File: src/common/isfm_regs.vh
// constants for the interrupt source flag map
`ifndef ISFM_REGS_VH
`define ISFM_REGS_VH

// maskable sources, indexed by default order (0 highest)
`define ISFM_NUM_SRC      51
`define ISFM_LAST_SRC     50
`define ISFM_IDX_W        6

// shared or special slots in default order
`define ISFM_SLOT_VOLT    1
`define ISFM_SLOT_PIN0    2
`define ISFM_SLOT_SER2    8
`define ISFM_SLOT_SER0    11
`define ISFM_SLOT_U0ERR   14
`define ISFM_SLOT_SER1    15
`define ISFM_SLOT_U1ERR   17
`define ISFM_SLOT_CORR    19
`define ISFM_SLOT_PERIOD  24
`define ISFM_SLOT_PIN6    30
`define ISFM_SLOT_PIN7    31
`define ISFM_SLOT_XUERR   50

// vector words
`define ISFM_VEC_RESET    16'h0000
`define ISFM_VEC_TRAP     16'h007E
`define ISFM_VEC_XUERR    16'h0072

// vector word = 2 * order + segment offset
`define ISFM_SEG1_END     10
`define ISFM_SEG2_END     19
`define ISFM_SEG3_END     31
`define ISFM_SEG4_END     40
`define ISFM_SEG1_OFS     16'h0004
`define ISFM_SEG2_OFS     16'h0008
`define ISFM_SEG3_OFS     16'h000A
`define ISFM_SEG4_OFS     16'h000C
`define ISFM_SEG5_OFS     16'h000E

// detector mode select position in the detection level register
`define ISFM_MODE_BIT     7
`define ISFM_OPC_ILLEGAL  8'hFF

// flag write select
`define ISFM_SEL_REQ      2'h0
`define ISFM_SEL_MASK     2'h1
`define ISFM_SEL_LVL0     2'h2
`define ISFM_SEL_LVL1     2'h3

// reset cause bit positions
`define ISFM_RC_PIN       0
`define ISFM_RC_POR       1
`define ISFM_RC_VOLT      2
`define ISFM_RC_WDT       3
`define ISFM_RC_OPC       4
`define ISFM_RC_ACCESS    5
`define ISFM_RC_PARITY    6
`define ISFM_RC_W         7

`endif

File: src/core/isfm_edge.v
// external pin edge detector with separate rise and fall enables
`default_nettype none
module isfm_edge (
  input  wire       ref_clk,
  input  wire       reset_n,
  input  wire [7:0] extPin,
  input  wire [7:0] riseEdgeEnableReg,
  input  wire [7:0] fallEdgeEnableReg,
  output wire [7:0] pinEvent
);
  reg [7:0] pinPrev_ff;
  reg [7:0] pinEvent_ff;
  wire [7:0] nxt_pinEvent;

  assign nxt_pinEvent = (extPin & ~pinPrev_ff & riseEdgeEnableReg) |
                        (~extPin & pinPrev_ff & fallEdgeEnableReg);

  // loading the pin level in reset avoids a false edge on release
  always @(posedge ref_clk) begin
    if (!reset_n) begin
      pinPrev_ff  <= extPin;
      pinEvent_ff <= 8'h00;
    end else begin
      pinPrev_ff  <= extPin;
      pinEvent_ff <= nxt_pinEvent;
    end
  end

  assign pinEvent = pinEvent_ff;
endmodule
`default_nettype wire

File: src/core/isfm_core.v
// vectored interrupt request flags, arbitration, trap and reset sources
`include "isfm_regs.vh"
`default_nettype none
// Overview of operation
// - equal level: lowest default order wins
// - extra uart error: order 50, vector 0072
// - software trap uses vector 007E
// - every reset source uses vector 0000
// - mode bit 1: voltage event resets
// - opcode FF triggers illegal-instruction reset
// - no illegal-instruction reset under debug
// - each source: request, mask, two level bits
// - serial2 three ends share slot 8
// - serial0 three ends share slot 11
// - uart0 error and timer1 upper share
// - serial1 three ends share slot 15
// - uart1 error and timer3 upper share
// - pin edges selected by rise/fall enables
// - mode bit 0: voltage event interrupts
// - acknowledge clears the request flag
// - mask 0 enables, mask 1 blocks
// - trap ignores global enable and levels
module isfm_core (
  input  wire                     ref_clk,
  input  wire                     reset_n,
  input  wire [`ISFM_LAST_SRC:0]  periphReq,
  input  wire                     serial2TxEndIrq,
  input  wire                     serial2ClockedEndIrq,
  input  wire                     serial2SimpleI2cIrq,
  input  wire                     serial0TxEndIrq,
  input  wire                     serial0ClockedEndIrq,
  input  wire                     serial0SimpleI2cIrq,
  input  wire                     serial1TxEndIrq,
  input  wire                     serial1ClockedEndIrq,
  input  wire                     serial1SimpleI2cIrq,
  input  wire                     uart0RxErrorIrq,
  input  wire                     timerCh1UpperIrq,
  input  wire                     uart1RxErrorIrq,
  input  wire                     timerCh3UpperIrq,
  input  wire                     clockCorrectionIrq,
  input  wire                     samplingDetect0Irq,
  input  wire                     clockPeriodicAlarmIrq,
  input  wire                     samplingDetect1Irq,
  input  wire                     extraUartRxErrorIrq,
  input  wire [7:0]               extPin,
  input  wire [7:0]               riseEdgeEnableReg,
  input  wire [7:0]               fallEdgeEnableReg,
  input  wire [7:0]               detectionLevelReg,
  input  wire                     voltageDetect,
  input  wire                     resetPin,
  input  wire                     powerOnReset,
  input  wire                     watchdogOverflow,
  input  wire                     opcodeExec,
  input  wire [7:0]               opcodeByte,
  input  wire                     debugMode,
  input  wire                     illegalAccessReset,
  input  wire                     ramParityReset,
  input  wire                     softwareTrapInstruction,
  input  wire                     trapAck,
  input  wire                     globalIrqEnable,
  input  wire                     inServiceLevelBit0,
  input  wire                     inServiceLevelBit1,
  input  wire                     irqAck,
  input  wire                     flagWrEn,
  input  wire [1:0]               flagWrSel,
  input  wire [`ISFM_IDX_W-1:0]   flagWrIdx,
  input  wire                     flagWrData,
  output wire [`ISFM_LAST_SRC:0]  reqFlags,
  output wire [`ISFM_LAST_SRC:0]  maskFlags,
  output wire [`ISFM_LAST_SRC:0]  levelBit0Flags,
  output wire [`ISFM_LAST_SRC:0]  levelBit1Flags,
  output wire                     irqReq,
  output wire [15:0]              irqVector,
  output wire [1:0]               irqLevel,
  output wire [`ISFM_IDX_W-1:0]   irqIndex,
  output wire                     trapReq,
  output wire [15:0]              trapVector,
  output wire                     resetReq,
  output wire [`ISFM_RC_W-1:0]    resetCause,
  output wire [15:0]              resetVector
);
  reg [`ISFM_LAST_SRC:0]  req_ff;
  reg [`ISFM_LAST_SRC:0]  mask_ff;
  reg [`ISFM_LAST_SRC:0]  lvl0_ff;
  reg [`ISFM_LAST_SRC:0]  lvl1_ff;
  reg [`ISFM_LAST_SRC:0]  nxt_req;
  reg [`ISFM_LAST_SRC:0]  nxt_mask;
  reg [`ISFM_LAST_SRC:0]  nxt_lvl0;
  reg [`ISFM_LAST_SRC:0]  nxt_lvl1;
  reg [`ISFM_LAST_SRC:0]  srcSet;
  reg                     irqReq_ff;
  reg [15:0]              irqVector_ff;
  reg [1:0]               irqLevel_ff;
  reg [`ISFM_IDX_W-1:0]   irqIndex_ff;
  reg                     nxt_irqReq;
  reg [1:0]               nxt_irqLevel;
  reg [`ISFM_IDX_W-1:0]   nxt_irqIndex;
  reg                     trapReq_ff;
  reg                     resetReq_ff;
  reg [`ISFM_RC_W-1:0]    resetCause_ff;
  reg [`ISFM_RC_W-1:0]    rstSrc;
  wire [7:0]              pinEvent;
  wire                    modeSelect;
  wire                    anyRst;
  wire [1:0]              serviceLevel;
  integer                 i;

  // vector word from default order
  function [15:0] vec_of;
    input [`ISFM_IDX_W-1:0] idx;
    reg   [15:0]            dbl;
    begin
      dbl = {9'h000, idx, 1'b0};
      if (idx <= `ISFM_SEG1_END)
        vec_of = dbl + `ISFM_SEG1_OFS;
      else if (idx <= `ISFM_SEG2_END)
        vec_of = dbl + `ISFM_SEG2_OFS;
      else if (idx <= `ISFM_SEG3_END)
        vec_of = dbl + `ISFM_SEG3_OFS;
      else if (idx <= `ISFM_SEG4_END)
        vec_of = dbl + `ISFM_SEG4_OFS;
      else
        vec_of = dbl + `ISFM_SEG5_OFS;
    end
  endfunction

  isfm_edge u_edge (
    .ref_clk           (ref_clk),
    .reset_n           (reset_n),
    .extPin            (extPin),
    .riseEdgeEnableReg (riseEdgeEnableReg),
    .fallEdgeEnableReg (fallEdgeEnableReg),
    .pinEvent          (pinEvent)
  );

  assign modeSelect   = detectionLevelReg[`ISFM_MODE_BIT];
  assign serviceLevel = {inServiceLevelBit1, inServiceLevelBit0};

  // reset source collection
  always @* begin
    rstSrc = {`ISFM_RC_W{1'b0}};
    rstSrc[`ISFM_RC_PIN]    = resetPin;
    rstSrc[`ISFM_RC_POR]    = powerOnReset;
    // voltage reset when mode is 1
    rstSrc[`ISFM_RC_VOLT]   = voltageDetect & modeSelect;
    rstSrc[`ISFM_RC_WDT]    = watchdogOverflow;
    rstSrc[`ISFM_RC_OPC]    = opcodeExec & (opcodeByte == `ISFM_OPC_ILLEGAL) & ~debugMode;
    rstSrc[`ISFM_RC_ACCESS] = illegalAccessReset;
    rstSrc[`ISFM_RC_PARITY] = ramParityReset;
  end

  assign anyRst = |rstSrc;

  // hardware request events mapped onto flag slots
  always @* begin
    srcSet = periphReq;
    // voltage interrupt when mode is 0
    srcSet[`ISFM_SLOT_VOLT]   = voltageDetect & ~modeSelect;
    srcSet[`ISFM_SLOT_PIN0+5:`ISFM_SLOT_PIN0] = pinEvent[5:0];
    srcSet[`ISFM_SLOT_PIN6]   = pinEvent[6];
    srcSet[`ISFM_SLOT_PIN7]   = pinEvent[7];
    srcSet[`ISFM_SLOT_SER2]   = serial2TxEndIrq | serial2ClockedEndIrq | serial2SimpleI2cIrq;
    srcSet[`ISFM_SLOT_SER0]   = serial0TxEndIrq | serial0ClockedEndIrq | serial0SimpleI2cIrq;
    srcSet[`ISFM_SLOT_U0ERR]  = uart0RxErrorIrq | timerCh1UpperIrq;
    srcSet[`ISFM_SLOT_SER1]   = serial1TxEndIrq | serial1ClockedEndIrq | serial1SimpleI2cIrq;
    srcSet[`ISFM_SLOT_U1ERR]  = uart1RxErrorIrq | timerCh3UpperIrq;
    // sharing both events in one flag is harmless only if software keeps one idle
    srcSet[`ISFM_SLOT_CORR]   = clockCorrectionIrq | samplingDetect0Irq;
    srcSet[`ISFM_SLOT_PERIOD] = clockPeriodicAlarmIrq | samplingDetect1Irq;
    // extra uart error at lowest order
    srcSet[`ISFM_SLOT_XUERR]  = extraUartRxErrorIrq;
  end

  // next flag values: clears first, then hardware sets so sets win; a reset source defaults all flags last
  always @* begin
    nxt_req  = req_ff;
    nxt_mask = mask_ff;
    nxt_lvl0 = lvl0_ff;
    nxt_lvl1 = lvl1_ff;
    if (flagWrEn && flagWrIdx <= `ISFM_LAST_SRC) begin
      case (flagWrSel)
        `ISFM_SEL_REQ:  nxt_req[flagWrIdx]  = flagWrData;
        `ISFM_SEL_MASK: nxt_mask[flagWrIdx] = flagWrData;
        `ISFM_SEL_LVL0: nxt_lvl0[flagWrIdx] = flagWrData;
        `ISFM_SEL_LVL1: nxt_lvl1[flagWrIdx] = flagWrData;
        default:        nxt_req = req_ff;
      endcase
    end
    if (irqAck && irqReq_ff)
      nxt_req[irqIndex_ff] = 1'b0;
    nxt_req = nxt_req | srcSet;
    if (anyRst) begin
      nxt_req  = {`ISFM_NUM_SRC{1'b0}};
      nxt_mask = {`ISFM_NUM_SRC{1'b1}};
      nxt_lvl0 = {`ISFM_NUM_SRC{1'b1}};
      nxt_lvl1 = {`ISFM_NUM_SRC{1'b1}};
    end
  end

  // arbitration over the values the flags are about to take
  always @* begin
    nxt_irqReq   = 1'b0;
    nxt_irqLevel = 2'h3;
    nxt_irqIndex = {`ISFM_IDX_W{1'b0}};
    // descending scan so lower order wins ties
    for (i = `ISFM_LAST_SRC; i >= 0; i = i - 1) begin
      if (nxt_req[i] && !nxt_mask[i] && globalIrqEnable &&
          {nxt_lvl1[i], nxt_lvl0[i]} <= serviceLevel &&
          (!nxt_irqReq || {nxt_lvl1[i], nxt_lvl0[i]} <= nxt_irqLevel)) begin
        nxt_irqReq   = 1'b1;
        nxt_irqLevel = {nxt_lvl1[i], nxt_lvl0[i]};
        nxt_irqIndex = i[`ISFM_IDX_W-1:0];
      end
    end
  end

  always @(posedge ref_clk) begin
    if (!reset_n) begin
      req_ff        <= {`ISFM_NUM_SRC{1'b0}};
      mask_ff       <= {`ISFM_NUM_SRC{1'b1}};
      lvl0_ff       <= {`ISFM_NUM_SRC{1'b1}};
      lvl1_ff       <= {`ISFM_NUM_SRC{1'b1}};
      irqReq_ff     <= 1'b0;
      irqVector_ff  <= 16'h0000;
      irqLevel_ff   <= 2'h3;
      irqIndex_ff   <= {`ISFM_IDX_W{1'b0}};
      trapReq_ff    <= 1'b0;
      resetReq_ff   <= 1'b0;
      resetCause_ff <= {`ISFM_RC_W{1'b0}};
    end else begin
      req_ff        <= nxt_req;
      mask_ff       <= nxt_mask;
      lvl0_ff       <= nxt_lvl0;
      lvl1_ff       <= nxt_lvl1;
      irqReq_ff     <= nxt_irqReq;
      irqVector_ff  <= vec_of(nxt_irqIndex);
      irqLevel_ff   <= nxt_irqLevel;
      irqIndex_ff   <= nxt_irqIndex;
      if (softwareTrapInstruction)
        trapReq_ff <= 1'b1;
      else if (trapAck)
        trapReq_ff <= 1'b0;
      resetReq_ff   <= anyRst;
      resetCause_ff <= rstSrc;
    end
  end

  assign reqFlags       = req_ff;
  assign maskFlags      = mask_ff;
  assign levelBit0Flags = lvl0_ff;
  assign levelBit1Flags = lvl1_ff;
  assign irqReq         = irqReq_ff;
  assign irqVector      = irqVector_ff;
  assign irqLevel       = irqLevel_ff;
  assign irqIndex       = irqIndex_ff;
  assign trapReq        = trapReq_ff;
  assign trapVector     = `ISFM_VEC_TRAP;
  assign resetReq       = resetReq_ff;
  assign resetCause     = resetCause_ff;
  assign resetVector    = `ISFM_VEC_RESET;
endmodule
`default_nettype wire

File: config.mk
export PLATFORM = sky130hd
export DESIGN_NAME = isfm_core
export DESIGN_NICKNAME = d
export VERILOG_FILES = /design/src/core/isfm_edge.v /design/src/core/isfm_core.v
export VERILOG_INCLUDE_DIRS = /design/src /design/src/common
export SDC_FILE = /design/constraint.sdc
export NUM_CORES = 1
export LEC_CHECK = 0
export BUFFER_PORTS_ARGS = -buffer_cell sky130_fd_sc_hd__buf_2
export CORE_ASPECT_RATIO = 1.4
export CORE_MARGIN = 2
export CORE_UTILIZATION = 45
export CTS_CLUSTER_DIAMETER = 80
export CTS_CLUSTER_SIZE = 40
export DETAILED_ROUTE_END_ITERATION = 16
export HOLD_SLACK_MARGIN = 0.03
export PLACE_DENSITY = 0.67
export SYNTH_ARGS = -nofsm -noshare
export SYNTH_HDL_FRONTEND = slang
export SYNTH_HIERARCHICAL = 1
export SYNTH_SLANG_ARGS = --single-unit
File: constraint.sdc
create_clock -name ref_clk -period 88.3 [get_ports ref_clk]
set_input_delay 4.415 -clock ref_clk [delete_from_list [all_inputs] [get_ports ref_clk]]
set_output_delay 4.415 -clock ref_clk [all_outputs]
set_load 0.05 [all_outputs]
==> out/qor.yml <==
routing:
  first_pass_iters: 9
  postRouteWirelength_um: 102000
  wl_per_cell_um: 27.3
  via_per_inst: 6.56
  drc: 0
  drt-initial-drc-count: 2286
  vias: 24490
  final_antenna_net_count: 0
yosys:
  syn_area_sq_um: 22200
  synthCells: 2846
  synth.largest_area_cell: "dfxtp_1"
  synth_ff_type: "dfxtp_1"
  syn_area_per_cell_sq_um: 7.81
  yosys.area.top_type_share_pct: 22.1
  synth_edf_count: 0
  seq_area_frac_synth_pct: 22.1
  yosysWarnings: 6
  synth.ff_latch_count: 245
  async_flop_share_pct: 0
  yosysUniqueCellTypes: 132
  ys_top_cells_by_area: "dfxtp_1 (22%), ha_1 (12%), nand2_1 (6.2%)"
setup_path:
  cp-start-kind: "input pin"
  reg2reg_setup_slack_ns: 10.15
  crit_top_cell: "ha_1"
  worstPathRequired_ns: 88.76
  end_kind: "flop"
  max_stage_delay_ns: 0.62
  cp_max_fo: 23
  crit_slowest_cell: "o311ai_1"
  crit_type: "input pin to flop"
  arrival_ns: 83.46
global_routing:
  grt_pass1_wl_um: 148000
  grt_overflow_total: 0
  grt_max_degree: 84
  grt_use_total_pct: 38.6
  grt_pass1_vias: 23207
  antenna_found_initial: 6
cells_and_area:
  area_growth_pct: 11.6
  num-nets-final: 3432
  fill_cells: 4845
  drive_gt1_share_pct: 18.3
floorplan:
  coreArea_sq_um: 48900
  start_util_pct: 45.5
  io_pins: 405
  dieArea_sq_um: 51200
  die_w_um: 192
  rows: 96
  die_h_um: 267
pwr:
  power_leakage_uw: 0.0107
  peakVddDrop_mv: 0.0160
  powerDensity_nw_per_um2: 9.62
placed_design:
  io_buffers: 339
  dpl.hpwl_um: 76700
  gp_congestion: 1.06
sta:
  whs_ns: 0.502
  post-route-period-util_pct: 94.0
  finalSetupViolCount: 0
  tightestPinTransition_ns: 1.36
  drv_slew: 0
  slew_headroom_pct: 8.99
  period_minus_slack_ns: 83.00
  setup_tns_ns: 0
  finalHoldViolations: 0
  skew_ns: 0.0864
  grt_setup_unrepaired: "no"
  max_freq_mhz: 12.0
hold_path:
  hp-class: "flop to flop"
run:
  maxCapViolCount: 0
cts:
  clkTransAtPathRegs_ns: 0.13
  htree_num_levels: 1
  clk_path_buf_depth: 3
  cts_root_buffer: "clkbuf_16"
  clock-sinks: 245
  hold_buffers: 0
  numCtsBuffers: 16
  cts_tree: "built"
  clk_latency_ns: 0.60
run_status:
  status: "completed"
-- cells by family after synthesis --
group | Yosys count | synth area share, %
muxes | 123 | 5.64
other | 2 | 0.0338
AOI/OAI and AO/OA | 733 | 24.4
and+or+nand+nor | 1211 | 28.5
DFF | 245 | 22.1
adders and majority gates | 213 | 12.0
xor gates and xnor gates | 2 | 0.0788
buffers and inverters | 317 | 7.29
-- area by class of cell --
type                       count  area, sq um  share of cell area [%]
inverter                      99          372                    1.50
antenna                        4         10.0                  0.0403
multi-input combinational   2323        15900                    64.2
timing repair buffer         399         2150                    8.67
clock inverter                12          253                    1.02
clock buffer                  16          400                    1.61
tap                          637          797                    3.21
sequential                   245         4900                    19.8
-- layout by cell type (no fill, tap or decap), types with 19 or more instances in the layout --
master	n
a211oi_1	20
a21o_1	22
a21oi_1	128
a311o_1	24
a31oi_1	39
and2_1	35
and3_1	31
buf_2	337
buf_4	62
conb_1	41
dfxtp_1	245
ha_1	213
inv_1	94
mux2i_1	108
nand2_1	369
nand2b_1	22
nand3_1	129
nand4_1	66
nand4b_1	33
nor2_1	231
nor2b_1	88
nor3_1	43
o21a_1	19
o21ai_0	152
o311a_1	38
o31ai_1	20
-- metrics by stage --
stage / setup slack [ns] / cells / total power [uW] / area, sq um / util (%)
CTS: 5.31 / 3728 / 238 / 24800 / 50.6
global route: 0.165 / 3734 / 245 / 24800 / 50.8
floorplan: 19.87 / 2885 / 135 / 22400 / -
detailed placement: 5.00 / 3700 / 146 / 24100 / 49.3
global placement: 6.31 / 3700 / 146 / 24100 / 49.3
finish: 5.30 / 3735 / 239 / 24800 / 50.8
-- critical path, delay by kind of cell --
kind,cells,cell delay [ns]
buffers and inverters,14,1.98
muxes,13,4.75
adders and majority gates,52,14.79
AOI/OAI and AO/OA,176,39.27
and+or+nand+nor,104,18.18
-- per-layer routing --
metal	up-vias	part of all wire, %	track usage [%]
li1	10989	-	-
met1	11587	36	43.7
met2	1471	45	63.2
met3	441	9.1	6.72
met4	2	9.6	31.6
met5	-	0.015	0
-- final timing paths --
path / startpoint / endpoint / depth (start not counted)
min: u_edge/pinPrev_ff[1]$_DFF_P_ / u_edge/pinEvent[1]$_SDFF_PN0_ / 2
min reg2reg: u_edge/pinPrev_ff[1]$_DFF_P_ / u_edge/pinEvent[1]$_SDFF_PN0_ / 2
max reg2reg: levelBit1Flags[50]$_SDFF_PN1_ / irqVector[5]$_SDFF_PN0_ / 357
max: flagWrIdx[4] / irqVector[5]$_SDFF_PN0_ / 359
-- Yosys cell counts, types with 19 or more instances --
cell,count
nand2_1,369
dfxtp_1,245
nor2_1,234
ha_1,213
o21ai_0,156
a21oi_1,130
nand3_1,129
mux2i_1,108
inv_1,95
nor2b_1,89
clkbuf_1,73
nand4_1,66
buf_4,61
buf_2,45
nor3_1,43
a31oi_1,39
o311a_1,38
and2_1,35
nand4b_1,33
and3_1,31
a311o_1,24
a21o_1,22
nand2b_1,22
buf_1,21
a211oi_1,20
o31ai_1,20
o21a_1,19
-- power breakdown --
| part | total (uW) | internal (uW) | switching [uW] |
|---|---|---|---|
| Clock | 93.7 | 39.2 | 54.6 |
| Combinational | 33.4 | 8.20 | 25.2 |
| Sequential | 112 | 111 | 0.495 |
| Total | 239 | 159 | 80.3 |
-- flip-flops by register name, summed over array words and instances, names as in the netlist --
signal and count:
levelBit0Flags 51, levelBit1Flags 51, irqReq 1, reqFlags 51, irqIndex 6, irqLevel 2, trapReq 1, maskFlags 51
resetReq 1, u_edge/pinPrev_ff 8, u_edge/pinEvent 8, resetCause 7, irqVector 7
-- timing repair --
item,4_1_cts,5_1_grt
resized for setup,0,10
endpoints found under the setup margin,0,11
endpoints found under the hold margin,0,0
setup buffers,0,3
Power figures use the tool's default switching activity.
